$ cat config.mk
export PLATFORM = sky130hd
export DESIGN_NAME = fmh_host
export DESIGN_NICKNAME = d
export VERILOG_FILES = /design/src/hw/fmh_pkg.sv /design/src/hw/fmh_host.sv /design/src/hw/fmh_sync.sv /design/src/hw/fmh_fifo.sv
export SDC_FILE = /design/constraint.sdc
export NUM_CORES = 1
export LEC_CHECK = 0
export BUFFER_PORTS_ARGS = -buffer_cell sky130_fd_sc_hd__buf_4
export CORE_UTILIZATION = 55
export CTS_CLUSTER_DIAMETER = 40
export DETAILED_ROUTE_END_ITERATION = 7
export GPL_TIMING_DRIVEN = 0
export PLACE_DENSITY = 0.79
export SYNTH_ARGS = -nofsm -noshare
export SYNTH_HDL_FRONTEND = slang
export SYNTH_HIERARCHICAL = 1
export SYNTH_SLANG_ARGS = --single-unit
$ cat constraint.sdc
create_clock -name clk -period 6 [get_ports clk]
set_input_delay 0 -clock clk [delete_from_list [all_inputs] [get_ports clk]]
set_output_delay 0 -clock clk [all_outputs]
set_load 0.01 [all_outputs]
$ cat src/hw/fmh_pkg.sv
/*
  Shared constants and types for the multi-line serial flash host controller.
  Assumes a 100 MHz system clock and a flash clocked only by the serial clock that this host drives.
*/
package fmh_pkg;
  // ==========================================================================
  // Instruction codes
  localparam logic [7:0] OPC_DUAL_IO  = 8'hBB;
  localparam logic [7:0] OPC_QUAD_OUT = 8'h6B;
  localparam logic [7:0] OPC_QUAD_IO  = 8'hEB;
  localparam logic [7:0] OPC_PAGE     = 8'h02;
  localparam logic [7:0] OPC_UNLOCK   = 8'h06;
  localparam logic [7:0] OPC_STATUS   = 8'h05;
  localparam logic [7:0] MODE_EXIT    = 8'hFF;
  // ==========================================================================
  // Timing
  localparam int         CLK_MHZ       = 100;
  localparam int         SCK_HALF_NS   = 40;
  localparam logic [2:0] SCK_HALF_CLKS = 3'((SCK_HALF_NS * CLK_MHZ + 999) / 1000);
  localparam int         CS_HIGH_NS    = 50;
  localparam logic [7:0] CS_GAP_CLKS   = 8'((CS_HIGH_NS * CLK_MHZ + 999) / 1000);
  // ==========================================================================
  // Phase lengths in serial clocks
  localparam logic [7:0] ADDR_BITS      = 8'd24;
  localparam logic [7:0] BYTE_BITS      = 8'd8;
  localparam logic [7:0] MODE_CLKS      = 8'd2;
  localparam logic [7:0] QOUT_DUMMY     = 8'd8;
  localparam logic [7:0] QIO_DUMMY      = 8'd4;
  localparam logic [7:0] DUAL_DUMMY_DEF = 8'd4;
  // ==========================================================================
  // Status byte fields and buffering
  localparam int BUSY_BIT   = 0;
  localparam int WLATCH_BIT = 1;
  localparam int DATA_W     = 8;
  localparam int FIFO_DEPTH = 16;
  localparam int SYNC_W     = 4;

  typedef enum logic [2:0] {OP_DUAL_IO, OP_QUAD_OUT, OP_QUAD_IO, OP_PAGE, OP_STATUS} fmh_op_type;

  typedef struct packed {
    fmh_op_type  op;
    logic [23:0] addr;
    logic [7:0]  mode;
    logic [8:0]  len;
  } fmh_cmd_type;

  typedef struct packed {
    logic [3:0] o;
    logic [3:0] oe;
  } fmh_pins_type;
endpackage : fmh_pkg

$ cat src/hw/fmh_host.sv
/*
  Host controller for a serial flash: dual and quad reads, continuous-read mode and page program.
  Assumes the flash samples on the rising serial clock and drives on the falling one (mode 0).
*/
// Behaviour
// - Dual I/O read sends the 24-bit address two bits per clock.
// - After the dual I/O opcode, address, dummy and data are two bits wide.
// - Quad output read: opcode, address on line zero, eight dummies, four-line data.
// - Host may end a quad read at any data point by raising select.
// - Host drives protect and hold lines high until quad output dummy phase.
// - Quad I/O read: serial opcode, four-line address, mode byte, four dummy cycles, four-line data.
// - After the quad I/O opcode, address, dummy and data are four bits wide.
// - Enhanced quad I/O sends a mode byte after address, then four dummies.
// - Page program is accepted only after a write-unlock command.
// - Page program keeps select low over opcode, address and at least one byte.
// - Program runs only when select rises on a byte boundary.
`timescale 1ns/1ps
module fmh_host #(
  parameter logic [7:0] DUAL_DUMMY = fmh_pkg::DUAL_DUMMY_DEF
) (
  input  wire logic                  clk,
  input  wire logic                  sys_rst,
  input  wire logic                  clk_en,
  input  wire fmh_pkg::fmh_cmd_type  cmd,
  input  wire logic                  cmd_valid,
  output logic                       cmd_ready,
  input  wire logic [7:0]            wr_data,
  input  wire logic                  wr_valid,
  output logic                       wr_ready,
  output logic [7:0]                 rd_data,
  output logic                       rd_valid,
  input  wire logic                  rd_ready,
  output logic                       done,
  output logic                       busy,
  output logic                       cont_mode,
  output logic [7:0]                 status_byte,
  output logic                       sclk,
  output logic                       cs_n,
  input  wire logic [3:0]            io_i,
  output fmh_pkg::fmh_pins_type      io
);
  import fmh_pkg::*;

  typedef enum logic [2:0] {S_IDLE, S_OPC, S_ADDR, S_MODE, S_DUMMY, S_RD, S_WR, S_END} fmh_state_type;
  typedef enum logic [2:0] {J_NONE, J_UNLOCK, J_MAIN, J_POLL, J_EXIT} fmh_job_type;

  fmh_state_type st_r, st_nxt;
  fmh_job_type   job_r, job_nxt;
  fmh_cmd_type   cur_r, cur_nxt;
  fmh_pins_type  pins_r, pins_nxt;
  logic [31:0]   sh_r, sh_nxt;
  logic [7:0]    rx_r, rx_nxt, rx_in, cnt_r, cnt_nxt, wbuf_r, wbuf_nxt, stat_r, stat_nxt;
  logic [8:0]    len_r, len_nxt;
  logic [2:0]    div_r, div_nxt, lanes_r, lanes_nxt;
  logic          sclk_r, sclk_nxt, cs_n_r, cs_n_nxt, cont_r, cont_nxt;
  logic          wfull_r, wfull_nxt, done_r, done_nxt;
  logic          tick, push, fifo_rdy, need_wr, keep_hi;
  logic [3:0]    io_s;

  function automatic logic [2:0] addr_lanes(input fmh_op_type op);
    case (op)
      OP_DUAL_IO: return 3'd2;
      OP_QUAD_IO: return 3'd4;
      default:    return 3'd1;
    endcase
  endfunction : addr_lanes

  function automatic logic [2:0] rd_lanes(input fmh_op_type op);
    case (op)
      OP_DUAL_IO:  return 3'd2;
      OP_QUAD_OUT: return 3'd4;
      OP_QUAD_IO:  return 3'd4;
      default:     return 3'd1;
    endcase
  endfunction : rd_lanes

  function automatic logic [7:0] op_code(input fmh_op_type op);
    case (op)
      OP_DUAL_IO:  return OPC_DUAL_IO;
      OP_QUAD_OUT: return OPC_QUAD_OUT;
      OP_QUAD_IO:  return OPC_QUAD_IO;
      OP_PAGE:     return OPC_PAGE;
      default:     return OPC_STATUS;
    endcase
  endfunction : op_code

  // ==========================================================================
  // Pin synchroniser and read buffer
  fmh_sync #(.W(SYNC_W)) u_sync (
    .clk     (clk),
    .sys_rst (sys_rst),
    .clk_en  (clk_en),
    .d       (io_i),
    .q       (io_s)
  );

  // A full buffer holds the serial clock low, so a slow reader never loses bytes.
  fmh_fifo #(.WIDTH(DATA_W), .DEPTH(FIFO_DEPTH)) u_fifo (
    .clk       (clk),
    .sys_rst   (sys_rst),
    .clk_en    (clk_en),
    .in_data   (rx_in),
    .in_valid  (push),
    .in_ready  (fifo_rdy),
    .out_data  (rd_data),
    .out_valid (rd_valid),
    .out_ready (rd_ready)
  );

  // ==========================================================================
  // User side
  assign cmd_ready   = clk_en && st_r == S_IDLE && cnt_r == 8'd0 && job_r == J_NONE &&
                       !(cont_r && cmd.op != OP_QUAD_IO);
  assign wr_ready    = clk_en && !wfull_r;
  assign done        = done_r;
  assign busy        = st_r != S_IDLE || job_r != J_NONE;
  assign cont_mode   = cont_r;
  assign status_byte = stat_r;
  assign sclk        = sclk_r;
  assign cs_n        = cs_n_r;
  assign io          = pins_r;
  assign tick        = div_r == SCK_HALF_CLKS - 3'd1;
  assign need_wr     = cnt_r == 8'd1 && ((st_r == S_ADDR && cur_r.op == OP_PAGE) || (st_r == S_WR && len_r != 9'd0));

  // ==========================================================================
  // Transfer engine
  always_comb begin
    st_nxt = st_r;
    job_nxt = job_r;
    cur_nxt = cur_r;
    sh_nxt = sh_r;
    rx_nxt = rx_r;
    cnt_nxt = cnt_r;
    len_nxt = len_r;
    div_nxt = div_r;
    lanes_nxt = lanes_r;
    sclk_nxt = sclk_r;
    cs_n_nxt = cs_n_r;
    cont_nxt = cont_r;
    wbuf_nxt = wbuf_r;
    wfull_nxt = wfull_r;
    stat_nxt = stat_r;
    done_nxt = 1'b0;
    push = 1'b0;
    case (lanes_r)
      3'd1:    rx_in = {rx_r[6:0], io_s[1]};
      3'd2:    rx_in = {rx_r[5:0], io_s[1:0]};
      default: rx_in = {rx_r[3:0], io_s};
    endcase
    if (wr_valid && !wfull_r) begin
      wbuf_nxt = wr_data;
      wfull_nxt = 1'b1;
    end
    case (st_r)
      S_IDLE: begin
        if (cnt_r != 8'd0) begin
          cnt_nxt = cnt_r - 8'd1;
        end else if (job_r != J_NONE) begin
          cs_n_nxt = 1'b0;
          div_nxt = 3'd0;
          len_nxt = (job_r == J_MAIN || job_r == J_EXIT) ? cur_r.len : 9'd0;
          if (cont_r && cur_r.op == OP_QUAD_IO && (job_r == J_MAIN || job_r == J_EXIT)) begin
            st_nxt = S_ADDR;
            lanes_nxt = 3'd4;
            cnt_nxt = ADDR_BITS >> 2;
            sh_nxt = {cur_r.addr, 8'h00};
          end else begin
            st_nxt = S_OPC;
            lanes_nxt = 3'd1;
            cnt_nxt = BYTE_BITS;
            sh_nxt = {(job_r == J_UNLOCK) ? OPC_UNLOCK : (job_r == J_POLL) ? OPC_STATUS : op_code(cur_r.op), 24'h00_0000};
          end
        end else if (cmd_valid && cont_r && cmd.op != OP_QUAD_IO) begin
          cur_nxt = fmh_cmd_type'{op: OP_QUAD_IO, addr: cmd.addr, mode: MODE_EXIT, len: 9'd0};
          job_nxt = J_EXIT;
        end else if (cmd_valid) begin
          cur_nxt = cmd;
          job_nxt = (cmd.op == OP_PAGE) ? J_UNLOCK : J_MAIN;
        end
      end
      S_END: begin
        if (!tick) begin
          div_nxt = div_r + 3'd1;
        end else begin
          st_nxt = S_IDLE;
          cs_n_nxt = 1'b1;
          cnt_nxt = CS_GAP_CLKS;
          if (cur_r.op == OP_QUAD_IO && (job_r == J_MAIN || job_r == J_EXIT)) begin
            cont_nxt = cur_r.mode[7:4] == ~cur_r.mode[3:0];
          end
          case (job_r)
            J_UNLOCK: job_nxt = J_MAIN;
            J_MAIN: begin
              job_nxt = (cur_r.op == OP_PAGE) ? J_POLL : J_NONE;
              done_nxt = cur_r.op != OP_PAGE;
            end
            J_POLL: begin
              job_nxt = stat_r[BUSY_BIT] ? J_POLL : J_NONE;
              done_nxt = !stat_r[BUSY_BIT];
            end
            default: job_nxt = J_NONE;
          endcase
        end
      end
      default: begin
        if (!tick) begin
          div_nxt = div_r + 3'd1;
        end else if (!sclk_r) begin
          if (!(st_r == S_RD && cnt_r == 8'd1 && job_r == J_MAIN && !fifo_rdy)) begin
            div_nxt = 3'd0;
            sclk_nxt = 1'b1;
            rx_nxt = rx_in;
            if (st_r == S_RD && cnt_r == 8'd1) begin
              push = job_r == J_MAIN;
              if (job_r == J_POLL || cur_r.op == OP_STATUS) begin
                stat_nxt = rx_in;
              end
            end
          end
        end else if (!need_wr || wfull_r) begin
          div_nxt = 3'd0;
          sclk_nxt = 1'b0;
          cnt_nxt = cnt_r - 8'd1;
          sh_nxt = sh_r << lanes_r;
          if (cnt_r == 8'd1) begin
            case (st_r)
              S_OPC: begin
                if (job_r == J_UNLOCK) begin
                  st_nxt = S_END;
                end else if (job_r == J_POLL || cur_r.op == OP_STATUS) begin
                  st_nxt = S_RD;
                  cnt_nxt = BYTE_BITS;
                end else begin
                  st_nxt = S_ADDR;
                  lanes_nxt = addr_lanes(cur_r.op);
                  cnt_nxt = ADDR_BITS >> (addr_lanes(cur_r.op) >> 1);
                  sh_nxt = {cur_r.addr, 8'h00};
                end
              end
              S_ADDR: begin
                case (cur_r.op)
                  OP_QUAD_IO: begin
                    st_nxt = S_MODE;
                    cnt_nxt = MODE_CLKS;
                    sh_nxt = {cur_r.mode, 24'h00_0000};
                  end
                  OP_PAGE: begin
                    st_nxt = S_WR;
                    cnt_nxt = BYTE_BITS;
                    sh_nxt = {wbuf_r, 24'h00_0000};
                    wfull_nxt = 1'b0;
                  end
                  OP_QUAD_OUT: begin
                    st_nxt = S_DUMMY;
                    lanes_nxt = 3'd4;
                    cnt_nxt = QOUT_DUMMY;
                  end
                  default: begin
                    st_nxt = S_DUMMY;
                    cnt_nxt = DUAL_DUMMY;
                  end
                endcase
              end
              S_MODE: begin
                st_nxt = S_DUMMY;
                cnt_nxt = QIO_DUMMY;
              end
              S_DUMMY: begin
                st_nxt = S_RD;
                lanes_nxt = rd_lanes(cur_r.op);
                cnt_nxt = BYTE_BITS >> (rd_lanes(cur_r.op) >> 1);
              end
              default: begin
                if (len_r == 9'd0) begin
                  st_nxt = S_END;
                end else begin
                  len_nxt = len_r - 9'd1;
                  cnt_nxt = BYTE_BITS >> (lanes_r >> 1);
                  if (st_r == S_WR) begin
                    sh_nxt = {wbuf_r, 24'h00_0000};
                    wfull_nxt = 1'b0;
                  end
                end
              end
            endcase
          end
        end
      end
    endcase
    // Protect and hold lines are driven high except while four lines are in use.
    keep_hi = lanes_nxt != 3'd4;
    pins_nxt = fmh_pins_type'{o: 4'hC, oe: 4'hC};
    case (st_nxt)
      S_OPC, S_WR, S_ADDR, S_MODE: begin
        case (lanes_nxt)
          3'd1:    pins_nxt = fmh_pins_type'{o: {3'b110, sh_nxt[31]}, oe: 4'hD};
          3'd2:    pins_nxt = fmh_pins_type'{o: {2'b11, sh_nxt[31:30]}, oe: 4'hF};
          default: pins_nxt = fmh_pins_type'{o: sh_nxt[31:28], oe: 4'hF};
        endcase
      end
      S_DUMMY, S_RD: begin
        pins_nxt.oe = keep_hi ? ((lanes_nxt == 3'd1) ? 4'hD : 4'hC) : 4'h0;
      end
      default: pins_nxt.oe = 4'hC;
    endcase
  end

  always_ff @(posedge clk or posedge sys_rst) begin
    if (sys_rst) begin
      st_r <= S_IDLE;
      job_r <= J_NONE;
      cur_r <= '0;
      sh_r <= '0;
      rx_r <= '0;
      cnt_r <= '0;
      len_r <= '0;
      div_r <= '0;
      lanes_r <= 3'd1;
      sclk_r <= 1'b0;
      cs_n_r <= 1'b1;
      cont_r <= 1'b0;
      wbuf_r <= '0;
      wfull_r <= 1'b0;
      stat_r <= '0;
      done_r <= 1'b0;
      pins_r <= fmh_pins_type'{o: 4'hC, oe: 4'hC};
    end else if (clk_en) begin
      st_r <= st_nxt;
      job_r <= job_nxt;
      cur_r <= cur_nxt;
      sh_r <= sh_nxt;
      rx_r <= rx_nxt;
      cnt_r <= cnt_nxt;
      len_r <= len_nxt;
      div_r <= div_nxt;
      lanes_r <= lanes_nxt;
      sclk_r <= sclk_nxt;
      cs_n_r <= cs_n_nxt;
      cont_r <= cont_nxt;
      wbuf_r <= wbuf_nxt;
      wfull_r <= wfull_nxt;
      stat_r <= stat_nxt;
      done_r <= done_nxt;
      pins_r <= pins_nxt;
    end
  end
endmodule : fmh_host

$ cat src/hw/fmh_sync.sv
/*
  Two-flop synchroniser, one per bit.
  Assumes inputs are asynchronous to clk; the clock enable freezes both stages.
*/
`timescale 1ns/1ps
module fmh_sync #(
  parameter int W = 4
) (
  input  wire logic         clk,
  input  wire logic         sys_rst,
  input  wire logic         clk_en,
  input  wire logic [W-1:0] d,
  output logic      [W-1:0] q
);
  // ==========================================================================
  // Per-bit stages
  genvar i;
  generate
    for (i = 0; i < W; i++) begin : g_bit
      logic s1_r;
      logic s2_r;
      always_ff @(posedge clk or posedge sys_rst) begin
        if (sys_rst) begin
          s1_r <= 1'b0;
          s2_r <= 1'b0;
        end else if (clk_en) begin
          s1_r <= d[i];
          s2_r <= s1_r;
        end
      end
      assign q[i] = s2_r;
    end
  endgenerate
endmodule : fmh_sync

$ cat src/hw/fmh_fifo.sv
/*
  Flip-flop FIFO with valid and ready on both sides.
  Assumes DEPTH is a power of two; the clock enable freezes it and blocks both handshakes.
*/
`timescale 1ns/1ps
module fmh_fifo #(
  parameter int WIDTH = 8,
  parameter int DEPTH = 16
) (
  input  wire logic             clk,
  input  wire logic             sys_rst,
  input  wire logic             clk_en,
  input  wire logic [WIDTH-1:0] in_data,
  input  wire logic             in_valid,
  output logic                  in_ready,
  output logic      [WIDTH-1:0] out_data,
  output logic                  out_valid,
  input  wire logic             out_ready
);
  localparam int AW = $clog2(DEPTH);
  logic [WIDTH-1:0] mem_r [DEPTH];
  logic [AW-1:0]    wp_r, wp_nxt, rp_r, rp_nxt;
  logic [AW:0]      cnt_r, cnt_nxt;
  logic             wr, rd;

  // ==========================================================================
  // Pointers and fill level
  assign in_ready  = cnt_r != (AW+1)'(DEPTH);
  assign out_valid = cnt_r != '0;
  assign out_data  = mem_r[rp_r];
  assign wr        = in_valid && in_ready && clk_en;
  assign rd        = out_valid && out_ready && clk_en;

  always_comb begin
    wp_nxt  = wr ? AW'(wp_r + 1'b1) : wp_r;
    rp_nxt  = rd ? AW'(rp_r + 1'b1) : rp_r;
    cnt_nxt = (AW+1)'(cnt_r + (AW+1)'(wr) - (AW+1)'(rd));
  end

  always_ff @(posedge clk or posedge sys_rst) begin
    if (sys_rst) begin
      wp_r  <= '0;
      rp_r  <= '0;
      cnt_r <= '0;
    end else if (clk_en) begin
      wp_r  <= wp_nxt;
      rp_r  <= rp_nxt;
      cnt_r <= cnt_nxt;
    end
  end

  // ==========================================================================
  // Storage
  genvar i;
  generate
    for (i = 0; i < DEPTH; i++) begin : g_ent
      always_ff @(posedge clk or posedge sys_rst) begin
        if (sys_rst) begin
          mem_r[i] <= '0;
        end else if (wr && wp_r == AW'(i)) begin
          mem_r[i] <= in_data;
        end
      end
    end
  endgenerate
endmodule : fmh_fifo

## Yosys cells after proc, flatten, opt, wreduce, memory -nomap -nowiden

Index checks and enable logic that the tools add are counted.

| cells by class | value |
|---|---|
| shift operators | 4 |
| magnitude comparators | 1 |
| reduce and logical (&&, ||, !) cells | 89 |
| multiplexer cells | 137 |
| $add $sub $neg | 7 |
| bitwise operators | 8 |
| equal/unequal tests | 59 |

Operators by type and width:

| kind | number |
|---|---|
| $mux 32 | 11 |
| $mux 3 | 46 |
| $pmux 32 s2 | 2 |
| $mux 8 | 14 |
| $pmux 32 s3 | 1 |
| $mux 44 | 2 |
| $mux 9 | 9 |
| $pmux 8 s4 | 2 |
| $pmux 8 s2 | 3 |
| $pmux 3 s2 | 7 |
| $logic_and 1x1->1 | 38 |
| $eq 3x2->1 const B | 12 |
| $bmux 8 s4 | 1 |
| $eq 4x4->1 const B | 8 |
| $shl 32x3->32 | 1 |
| $eq 3x3->1 const B | 9 |
| $mux 1 | 23 |
| $eq 3x1->1 const B | 6 |
| $pmux 9 s2 | 1 |
| $reduce_and 6->1 | 3 |
| $eq 4x3->1 const B | 4 |
| $pmux 4 s2 | 2 |
| $shr 4x2->8 const A | 2 |
| $reduce_and 5->1 | 3 |
| 48 further kinds | 95 |

| storage, ports and cells | value |
|---|---|
| input bits | 62 |
| output and inout port bits | 32 |
| bits in registers | 290 |
| logic and storage cells | 354 |

## Logic depth before layout (Yosys ltp)

Gate-level depths: netlist of the first run.

| logic depth | value |
|---|---|
| depth after elaboration | 19 |
| gate-level depth with buffers | 18 |
| depth with buffers taken out | 16 |

## Cells and area by module

Netlist of the first run, hierarchy kept.

Modules (own cells, without submodules):

| module | cells an instance | instances | area each (um^2) |
|---|---|---|---|
| fmh_host | 1067 | 1 | 9158.8 |
| fmh_fifo | 442 | 1 | 6744.0 |
| fmh_sync | 22 | 1 | 365.4 |

## Least setup slack after synthesis of the first run

No wires, ideal clock.

| timing | value |
|---|---|
| kind | register to register |
| start point | register, netlist name cnt_r[3] |
| end point | register u_fifo.cnt_r[4] |
| data arrival time | 4.459 ns |
| library setup time | 0.132 ns |
| path slack | 1.409 ns |
| cell stages (with the launch flop) | 17 |
| path buffers | 2 |
| required time | 5.868 ns |
| cells stage by stage | dfrtp_1 buf_6 nor4_4 nand3_2 nor4_1 and3_1 clkbuf_1 inv_1 ha_1 inv_1 ha_1 inv_1 fa_1 nand2b_1 a21oi_1 mux2i_1 o211ai_1 |

RTL lines:

| what | line | source |
|---|---|---|
| end signal: assignment | fmh_fifo.sv:48 | `cnt_r <= cnt_nxt;` |
| end: declaration | fmh_fifo.sv:23 | `logic [AW:0] cnt_r, cnt_nxt;` |

## Worst setup path in the final report of the first run

| timing | value |
|---|---|
| start point | register st_r[1] |
| end point | register u_fifo.cnt_r[4] |

| between the ends | value |
|---|---|
| longest elaborated chain between the ends | 12 |

Ends and longest elaborated chain:

| what | line | source |
|---|---|---|
| start: declaration | fmh_host.sv:47 | `fmh_state_type st_r, st_nxt;` |
| start signal: assignment | fmh_host.sv:328 | `st_r <= st_nxt;` |
| $eq 3x3->1 | fmh_host.sv:209, fmh_host.sv:213 |  |
| $logic_and 1x1->1 | fmh_host.sv:209, fmh_host.sv:213 |  |
| $logic_and 1x1->1 (2 in series) | fmh_host.sv:209 | `if (!(st_r == S_RD && cnt_r == 8'd1 && job_r == J_MAIN && !fifo_rdy)) begin` |
| $mux 1 | fmh_host.sv:209 |  |
| $mux 1 | fmh_host.sv:208 | `end else if (!sclk_r) begin` |
| $mux 1 | fmh_host.sv:206 | `if (!tick) begin` |
| $mux 1 (*) | fmh_host.sv:154 | `case (st_r)` |
| named net push | fmh_host.sv:57 | `logic tick, push, fifo_rdy, need_wr, keep_hi;` |
| $logic_and 1x1->1 (*) (2 in series) | fmh_fifo.sv:31 | `assign wr = in_valid && in_ready && clk_en;` |
| $add 5x1->5 (*) | fmh_fifo.sv:37 | `cnt_nxt = (AW+1)'(cnt_r + (AW+1)'(wr) - (AW+1)'(rd));` |
| $sub 5x1->5 (*) | fmh_fifo.sv:37 |  |

Mark *: on every way through the listed nets, which the timed path passes. The rest lies on a longest branch.
A chain may end at the register's enable or synchronous reset.

==> results.toml, run 1 <==
[timing]
worst_slew_pin_slew_ps = 1052
maxSlewHeadroom_pct = 29.30
finalSetupViolCount = 0
fin_crit_sh_pct = 74.07
finalHoldViolCount = 0
drv_slew = 0
max_freq_mhz = 225.0
min_period_ps = 4445
skew_ps = 22.14
fin_tns_setup_ps = 0
whs_ps = 24.83
grt_setup_unrepaired = "no"

[routing]
wl_per_cell_um = 22.65
wl_um = 48760
drc = 0
viasPerCell = 6.317
first_pass_iters = 6
vias = 13600
drtIter0Drc = 1284
postRouteAntennaNets = 0

[synthesis]
synthTopCellsByCount = "dfrtp_1, nand2_1, mux2_2"
synth_area_leader_cell = "dfrtp_1"
synth_cell_type_count = 96
synthesis.nets = 1613
syn_area_sq_um = 16270
synth_top_family_by_area = "multiplexers"
synth_ff_type = "dfrtp_1"
synth-simple-area-share_pct = 14.42
synthXorXnorAreaFrac_pct = 0.8614
synthCells = 1531
synth_warnings = 6
muxShareOfSynthArea_pct = 20.56
syn_area_per_cell_sq_um = 10.63
async_reset_ff_share_pct = 100.0
synth_compound_area_share_pct = 14.14
yosysMostFrequentCell = "dfrtp_1"
synth_top_area_share_pct = 43.69
synth_edf_count = 0
synthAdderAreaFrac_pct = 1.584
synth_area_leaders = "dfrtp_1, mux2_2, mux4_2, nand2_1, a21oi_1"
ys_ff_latch = 289
seq_area_frac_synth_pct = 44.49

[power_and_ir_drop]
p_per_area_nw_per_um2 = 386.8
internal-power_mw = 4.768
leakagePower_nw = 8.862
seqPwrFrac_pct = 30.6
combPwrFrac_pct = 34.1
p_clk_share_pct = 35.3
vdd_drop_max_mv = 0.4031
swShare_pct = 37.49
netSwitchingPower_mw = 2.860

[grt]
grt_pass1_wl_um = 76880
grt_use_total_pct = 32.51
antenna_found_initial = 0
grt_start_max_net_pins = 109
grt_pass1_vias = 13790
gr-total-overflow = 0

[floorplan]
core.rowCount = 62
start_util_pct = 56.22
coreArea_sq_um = 28940
ios = 94
die_w_um = 174.0
die_h_um = 174.0
die-area_sq_um = 30270

[worst_setup_path]
reg2reg_to = "u_fifo/cnt_r[4]"
slowest_stage = "nor2_2"
critical_path_class = "reg -> reg"
worstPathRequired_ps = 6420
cp_cell_sequence = "and3_1 > clkbuf_1 > nor2_2 > nand4_1 > nor4_2 > buf_4 > and3_1 > clkbuf_1 > inv_1 > ha_1 > inv_1 > ha_1 > inv_1 > fa_1 > nand2b_1 > a21oi_1 > mux2i_1 > o211ai_1"
rrSetupSlack_ps = 1560
r2r-start = "st_r[1]"
arrival_ps = 4860
cp_max_fo = 10
critPathCaptureType = "register"
cp_slowest_stage_delay_ps = 540
reg2reg_depth = 18
start_kind = "register"
path_common_cell = "inv_1"

[placement]
port_buffers = 92
place_area_sq_um = 17520
gp_routability_congestion = 1.022
hpwl_um = 33200
dp_cells = 2010

[clock_network]
cts_tree = "built"
clk_pin_slew_ps = 60
cts_setup_buffers = 0
cts_sinks = 289
cts_made_buffers = 42
cts_root_buf = "clkbuf_16"
cts_buffer_depth = 3
clk_latency_ps = 560
h-tree-depth = 2
ctsResizeCount = 0

[final_layout]
layout-drive-gt1-share_pct = 27.30
area_growth_syn_to_layout_pct = 21.21
fin_nets = 1817
diodes = 0
fin_util_pct = 68.15
final_cells = 2153
final_area_sq_um = 19720

[hold_path]
worstHoldPathType = "in -> async"

[flow_run]
drv_cap = 0

[status]
status = "finished clean"
[registers in the layout, summed over array words and instances (netlist names), 5 cells and up]
name          flops
wbuf_r            8
cur_r            44
len_r             9
rx_r              7
sh_r             32
status_byte       8
u_fifo/mem_r    128
io                7
cnt_r             8
u_fifo/cnt_r      5
[area by class of cell]
class	instances	area [sq um]
fillers	2064	9216
multi-input cells	1093	8394
flip-flops and latches	289	7238
repair buffers	160	1401
clock buffers	51	1156
well taps	384	480.5
plain buffers	105	476.7
clock inverters	27	396.6
inverters	44	175.2
[metrics by stage]
step                      total power, mW  setup WS (ps)
after floorplan                     4.062           1409
after detailed placement            4.824           1636
after global placement              4.752          369.6
after global routing                7.964           1216
after CTS                           7.570           1614
final                               7.628           1556
[power groups by stage]
| stage | clock network, mW | logic [mW] | registers [mW] |
|---|---|---|---|
| CTS | 2.71 | 2.53 | 2.33 |
| global route | 2.81 | 2.80 | 2.35 |
| global placement | 0 | 2.41 | 2.34 |
| floorplan | 0 | 1.75 | 2.31 |
| detailed placement | 0 | 2.47 | 2.35 |
| finish | 2.69 | 2.60 | 2.33 |
[routing by layer]
metal	part of all wire, %	vias to the layer above	global-route usage [%]
li1	-	6032	-
met1	39	6720	40.56
met2	48	679	54.78
met3	8.2	170	6.496
met4	4.3	0	14.36
met5	0	-	0.6410
[worst max-delay path, delay by kind of cell (launching register included)]
kind | cells | cell delay (ps)
AO/OA/AOI/OAI | 2 | 390
adder cells (fa/ha/maj) | 3 | 830
buffers and inverters | 6 | 940
flip-flops | 1 | 460
multiplexers | 1 | 220
AND/OR/NAND/NOR | 6 | 1490
[worst max-delay path by stage]
stage	endpoint	cells past startpoint	start	slack (ps)
after floorplan	u_fifo/cnt_r[4]	16	cnt_r[3]	1410
after global placement	u_fifo/cnt_r[4]	16	cnt_r[3]	370
after detailed placement	u_fifo/cnt_r[4]	17	cnt_r[3]	1640
after CTS	u_fifo/cnt_r[4]	17	cnt_r[3]	1610
after global routing	u_fifo/cnt_r[4]	17	cnt_r[3]	1220
final	u_fifo/cnt_r[4]	18	st_r[1]	1560
[layout by cell type (no fill, tap or decap), types with 15 or more instances in the layout]
master / instances
o21ai_0: 98
inv_1: 41
mux4_2: 50
clkbuf_1: 65
ha_1: 19
nor2_1: 97
nand2b_1: 17
nand3_1: 23
a21oi_1: 100
o22ai_1: 17
dfrtp_1: 284
clkbuf_16: 43
a22oi_1: 25
mux2_2: 169
nor3_1: 24
mux2i_1: 15
buf_4: 99
nand2_1: 180
dlygate4sd3_1: 64
buf_2: 23
[cell families after synthesis]
kind of cell,after synthesis
adder cells (fa/ha/maj),20
AND/OR/NAND/NOR,449
XOR/XNOR,16
flip-flops,289
AO/OA/AOI/OAI,362
buffers and inverters,149
multiplexers,246
[repair_timing]
action	CTS	global route
hold buffers	64	0
setup endpoints to repair	0	0
endpoints found under the hold margin	275	0
Power figures use the tool's default switching activity.
==> run 2: changes to the inputs <==
ABC_AREA = 1   (was default)
clock period = 4.3 ns   (was 6 ns; I/O delays follow)
==> results.toml, run 2 <==
[synthesis]
seq_area_frac_synth_pct = 41.58
synth_ff_type = "dfrtp_1"
syn_area_per_cell_sq_um = 7.268
async_reset_ff_share_pct = 100.0
synth_edf_count = 0
synthCells = 2395
synth_warnings = 6
synthesis.nets = 2477
synthTopCellsByCount = "nand2_1, nand3_1, dfrtp_1"
ys_ff_latch = 289
synth_top_area_share_pct = 40.83
synth_cell_type_count = 59
synth_area_leaders = "dfrtp_1, nand2_1, nand3_1, inv_1, o21ai_0"
syn_area_sq_um = 17410
synth_area_leader_cell = "dfrtp_1"
yosysMostFrequentCell = "nand2_1"

[timing]
grt_setup_unrepaired = "no"
maxSlewHeadroom_pct = 41.29
fin_tns_setup_ps = 0
fin_ws_ps = 665.7
finalSetupViolCount = 0
finalHoldViolCount = 0
fin_crit_sh_pct = 84.52
drv_slew = 0
skew_ps = 20.52
worst_slew_pin_slew_ps = 880.6
min_period_ps = 3634
max_freq_mhz = 275.2

[power_and_ir_drop]
p_per_area_nw_per_um2 = 614.3
leakagePower_nw = 10.61
total_power_mw = 12.85
vdd_drop_max_mv = 0.4681

[final_layout]
final_cells = 3041
final_common_cell = "nand2_1"
layout_common_cells = "nand2_1, nand3_1, dfrtp_1"
diodes = 0
reg_top3 = "u_fifo/mem_r: 128 flops, cur_r: 44 flops, sh_r: 32 flops"
regMostFlops = "u_fifo/mem_r"
largest_register_ffs = 128
fin_nets = 2691
area_growth_syn_to_layout_pct = 20.20
layout-drive-gt1-share_pct = 14.78

[grt]
grt_pass1_wl_um = 90020
grt_use_total_pct = 34.89
grt_pass1_vias = 17150
grt_start_max_net_pins = 100
antenna_found_initial = 0
gr-total-overflow = 0

[floorplan]
core.rowCount = 64
die_w_um = 179.9
start_util_pct = 56.47
coreArea_sq_um = 30830
ios = 94
die-area_sq_um = 32370
die_h_um = 179.9

[clock_network]
cts_made_buffers = 45
clk_pin_slew_ps = 60
cts_tree = "built"
cts_root_buf = "clkbuf_16"
cts_setup_buffers = 0
cts_buffer_depth = 3
clk_latency_ps = 560
h-tree-depth = 2
cts_sinks = 289
ctsResizeCount = 0

[placement]
port_buffers = 92
gp_routability_congestion = 0.9553
dp_cells = 2885
dp_slack_ps = 802.3
hpwl_um = 39290

[status]
violations = "design-rule violations"
status = "finished, violations left"

[routing]
first_pass_iters = 8
drc = 2
wl_per_cell_um = 18.41
vias = 17570
postRouteAntennaNets = 0
drtIter0Drc = 2037
wl_um = 55990
viasPerCell = 5.776

[flow_run]
drv_cap = 0

[worst_setup_path]
cp_max_fo = 10
reg2reg_depth = 22
arrival_ps = 4090
worstPathRequired_ps = 4750
critPathCaptureType = "register"
start_kind = "register"
critical_path_class = "reg -> reg"

[hold_path]
worstHoldPathType = "in -> async"
run 2: final timing paths:
| path | from | to | slack (ps) |
|---|---|---|---|
| setup / recovery | st_r[2] | u_fifo/cnt_r[4] | 670 |
| hold / removal | sys_rst | u_sync/g_bit[3].s2_r | 10 |
| setup reg to reg | st_r[2] | u_fifo/cnt_r[4] | 670 |
| hold reg to reg | cur_r[19] | cur_r[19] | 470 |
| max in group asynchronous | sys_rst | lanes_r[0] | 3350 |
| min in group clk | cmd[18] | cur_r[18] | 190 |
run 2: critical path, cell delays in order, from the launching register on:
cell and delay [ps]:
dfrtp_1 470, inv_4 170, nor2_4 90, inv_1 150
clkbuf_1 540, nand4_1 160, nor3_1 270, nand2_2 90
inv_2 70, nand2_4 80, ha_1 300, inv_1 70
ha_1 170, inv_1 60, fa_1 350, inv_1 80
nand2_1 60, nand2_1 90, nand2_1 50, nand3_1 60
nand2_1 50, nand2_1 50, nand2_1 50
run 2: final cells by class:
cell class                      instances  area [sq um]
Timing Repair Buffer                  167          1476
Sequential cell                       289          7238
Fill cell                            2555          9906
Inverter                              280          1069
Tap cell                              396         495.5
Multi-Input combinational cell       1711          8428
Buffer                                115         683.2
Clock buffer                           55          1245
Clock inverter                         28         289.0
run 2: repair_timing:
item                       CTS  global route
setup endpoints to repair    0             0
hold buffers                73             0
hold endpoints to repair   292             0
run 2: cell families (layout without fill, tap and decap cells):
| kind of cell | Yosys count | after routing | share of synthesized area [%] |
|---|---|---|---|
| AOI/OAI and AO/OA | 306 | 306 | 10.25 |
| DFF | 289 | 289 | 41.58 |
| buffers and inverters | 395 | 645 | 10.00 |
| xor gates and xnor gates | 19 | 19 | 0.9559 |
| muxes | 8 | 8 | 0.4816 |
| and+or+nand+nor | 1358 | 1358 | 35.25 |
| adders and majority gates | 20 | 20 | 1.481 |
run 2: routing by layer:
layer / part of all wire (%) / vias up / track usage (%)
li1: - / 8130 / -
met2: 47 / 974 / 58.04
met3: 8.0 / 187 / 5.126
met4: 4.3 / 0 / 15.86
met1: 40 / 8275 / 45.11
met5: 0 / - / 0
run 2: power breakdown:
group	leakage (nW)	total (mW)	switching, mW	internal, mW
registers	3.75	3.67	0.428	3.25
logic	6.09	5.48	3.74	1.75
clock network	0.759	3.70	1.42	2.28
total	10.6	12.9	5.59	7.27
run 2: metrics by stage:
step,cell area (sq um),util [%],hold WS [ps]
2_1_floorplan,17410,-,-184.3
3_3_place_gp,18590,60.31,-27.49
3_5_place_dp,18660,60.52,28.99
4_1_cts,20920,67.87,8.066
5_1_grt,20920,67.87,54.58
6_report,20920,67.87,13.64
==> run 3: changes to the inputs <==
PLACE_DENSITY = 0.82   (was 0.79)
clock period = 3.1 ns   (was 4.3 ns; I/O delays follow)
==> results.toml, run 3 (synthesis gave the netlist of run 2 again) <==
[final_layout]
diodes = 0
fin_nets = 2712
reg_top3 = "u_fifo/mem_r: 128 flops, cur_r: 44 flops, sh_r: 32 flops"
largest_register_ffs = 128
layout_common_cells = "nand2_1, nand3_1, dfrtp_1"
layout-drive-gt1-share_pct = 16.38
regMostFlops = "u_fifo/mem_r"
multiInputGateArea_sq_um = 8534
regArea_sq_um = 7244
nFillCells = 2417
final_common_cell = "nand2_1"
area_growth_syn_to_layout_pct = 21.68

[routing]
drc = 1
wl_um = 56550
first_pass_iters = 8
drtIter0Drc = 1873
top_layer_used = "met4"
postRouteAntennaNets = 0
met1Wirelength_um = 22260
vias = 17630
wl_per_cell_um = 18.50
wl_met2_um = 26630
viasPerCell = 5.767
wl_met3_um = 4782

[timing]
max_freq_mhz = 339.1
skew_ps = 16.76
finalHoldViolCount = 0
drv_slew = 0
min_period_ps = 2949
maxSlewHeadroom_pct = 43.91
fin_tns_setup_ps = 0
worst_slew_pin_slew_ps = 841.4
fin_crit_sh_pct = 95.12
finalSetupViolCount = 0

[power_and_ir_drop]
leakagePower_nw = 10.70
seqPwrFrac_pct = 28.9
combPwrFrac_pct = 44.0
internal-power_mw = 10.00
vdd_drop_max_mv = 0.5896
netSwitchingPower_mw = 7.759
swShare_pct = 43.69
p_per_area_nw_per_um2 = 838.4
p_clk_share_pct = 27.2
total_power_mw = 17.76

[grt]
grt_pass1_vias = 17330
antenna_found_initial = 0
grt_use_total_pct = 35.01
grt_start_max_net_pins = 45
gr-total-overflow = 0
grt_pass1_wl_um = 90230

[placement]
gp_routability_congestion = 0.9954
hpwl_um = 39230
port_buffers = 92

[clock_network]
clk_latency_ps = 560
cts_buffer_depth = 3
cts_tree = "built"
clk_pin_slew_ps = 60
cts_made_buffers = 42
cts_sinks = 289
cts_root_buf = "clkbuf_16"
h-tree-depth = 2

[worst_setup_path]
cp_max_fo = 10
r2r-start = "lanes_r[0]"
cp_slowest_stage_delay_ps = 590
arrival_ps = 3430
start_kind = "register"
reg2reg_to = "u_fifo/mem_r[51]"
worstPathRequired_ps = 3590
slowest_stage = "dfstp_2"
critPathCaptureType = "register"
critical_path_class = "reg -> reg"
path_common_cell = "nand2_1"
reg2reg_depth = 11
rrSetupSlack_ps = 150
cp_cell_sequence = "clkinvlp_4 > buf_2 > nand2_1 > nand2_1 > inv_1 > nand2_1 > o221ai_1 > clkbuf_1 > clkbuf_2 > nand3_1 > nand2_1"

[hold_path]
worstHoldPathType = "in -> async"

[floorplan]
coreArea_sq_um = 30830
core.rowCount = 64
die-area_sq_um = 32370
die_h_um = 179.9
start_util_pct = 56.47
die_w_um = 179.9
ios = 94

[status]
status = "finished, violations left"
violations = "design-rule violations"

[flow_run]
drv_cap = 0
run 3: cell count changes in the layout (fill, tap and decap cells not counted), sizes merged:
cell and delta:
dlygate4sd3 +8, clkinv -5, buf +19, clkinvlp +8, clkbuf -9, inv -5
run 3: what timing repair did:
| item | 4_1_cts | 5_1_grt |
|---|---|---|
| hold endpoints to repair | 167 | 3 |
| pin swaps | 2 | 8 |
| resized for setup | 12 | 33 |
| endpoints found under the setup margin | 69 | 64 |
| hold buffers | 80 | 1 |
| gates cloned | 0 | 0 |
| buffers inserted | 1 | 13 |
run 3: how the worst max path moves through the flow:
stage / from / endpoint / slack [ps] / cells past startpoint
finish: lanes_r[0] / u_fifo/mem_r[51] / 150 / 11
global route: cnt_r[7] / u_fifo/cnt_r[4] / -30 / 21
CTS: cnt_r[1] / u_fifo/cnt_r[4] / -50 / 22
detailed placement: st_r[2] / u_fifo/cnt_r[4] / -620 / 22
global placement: st_r[2] / u_fifo/cnt_r[4] / -570 / 22
floorplan: st_r[2] / u_fifo/cnt_r[4] / 170 / 22
run 3: per-stage QoR:
stage | std cells | utilization (%) | setup WS [ps] | hold WS [ps] | instance area, sq um
after CTS | 3043 | 68.04 | -50.15 | -279.5 | 20980
after global routing | 3057 | 68.71 | -26.99 | 131.8 | 21180
after floorplan | 2395 | - | 169.4 | -184.3 | 17420
after global placement | 2883 | 60.34 | -573.2 | 1.973 | 18600
after detailed placement | 2889 | 60.73 | -619.8 | 2.341 | 18720
final | 3057 | 68.71 | 151.1 | 77.23 | 21180
run 3: cell type report:
class | count | share of cell area, %
Multi-Input combinational cell | 1711 | 40.29
Sequential cell | 289 | 34.20
Timing Repair Buffer | 193 | 8.151
Clock buffer | 49 | 5.375
Inverter | 280 | 5.068
Buffer | 113 | 3.243
Tap cell | 396 | 2.339
Clock inverter | 26 | 1.335
run 3: metal layers:
layer / vias up / GRT usage [%]
li1: 8176 / -
met1: 8303 / 44.42
met2: 940 / 57.31
met3: 212 / 5.976
met4: 0 / 18.76
met5: - / 0
run 3: worst max-delay path: cells and delay by family (launching register included):
family,cells,cell delay (ps)
DFF,1,590
and+or+nand+nor,5,630
buffers and inverters,5,1570
AOI/OAI and AO/OA,1,80
run 3: power by group through the flow:
stage          registers (mW)  logic, mW  clock network, mW
2_1_floorplan            4.97       5.13                  0
3_3_place_gp             5.10       7.08                  0
3_5_place_dp             5.12       7.22                  0
4_1_cts                  5.08       7.40               4.85
5_1_grt                  5.19       8.52               5.00
6_report                 5.13       7.81               4.82
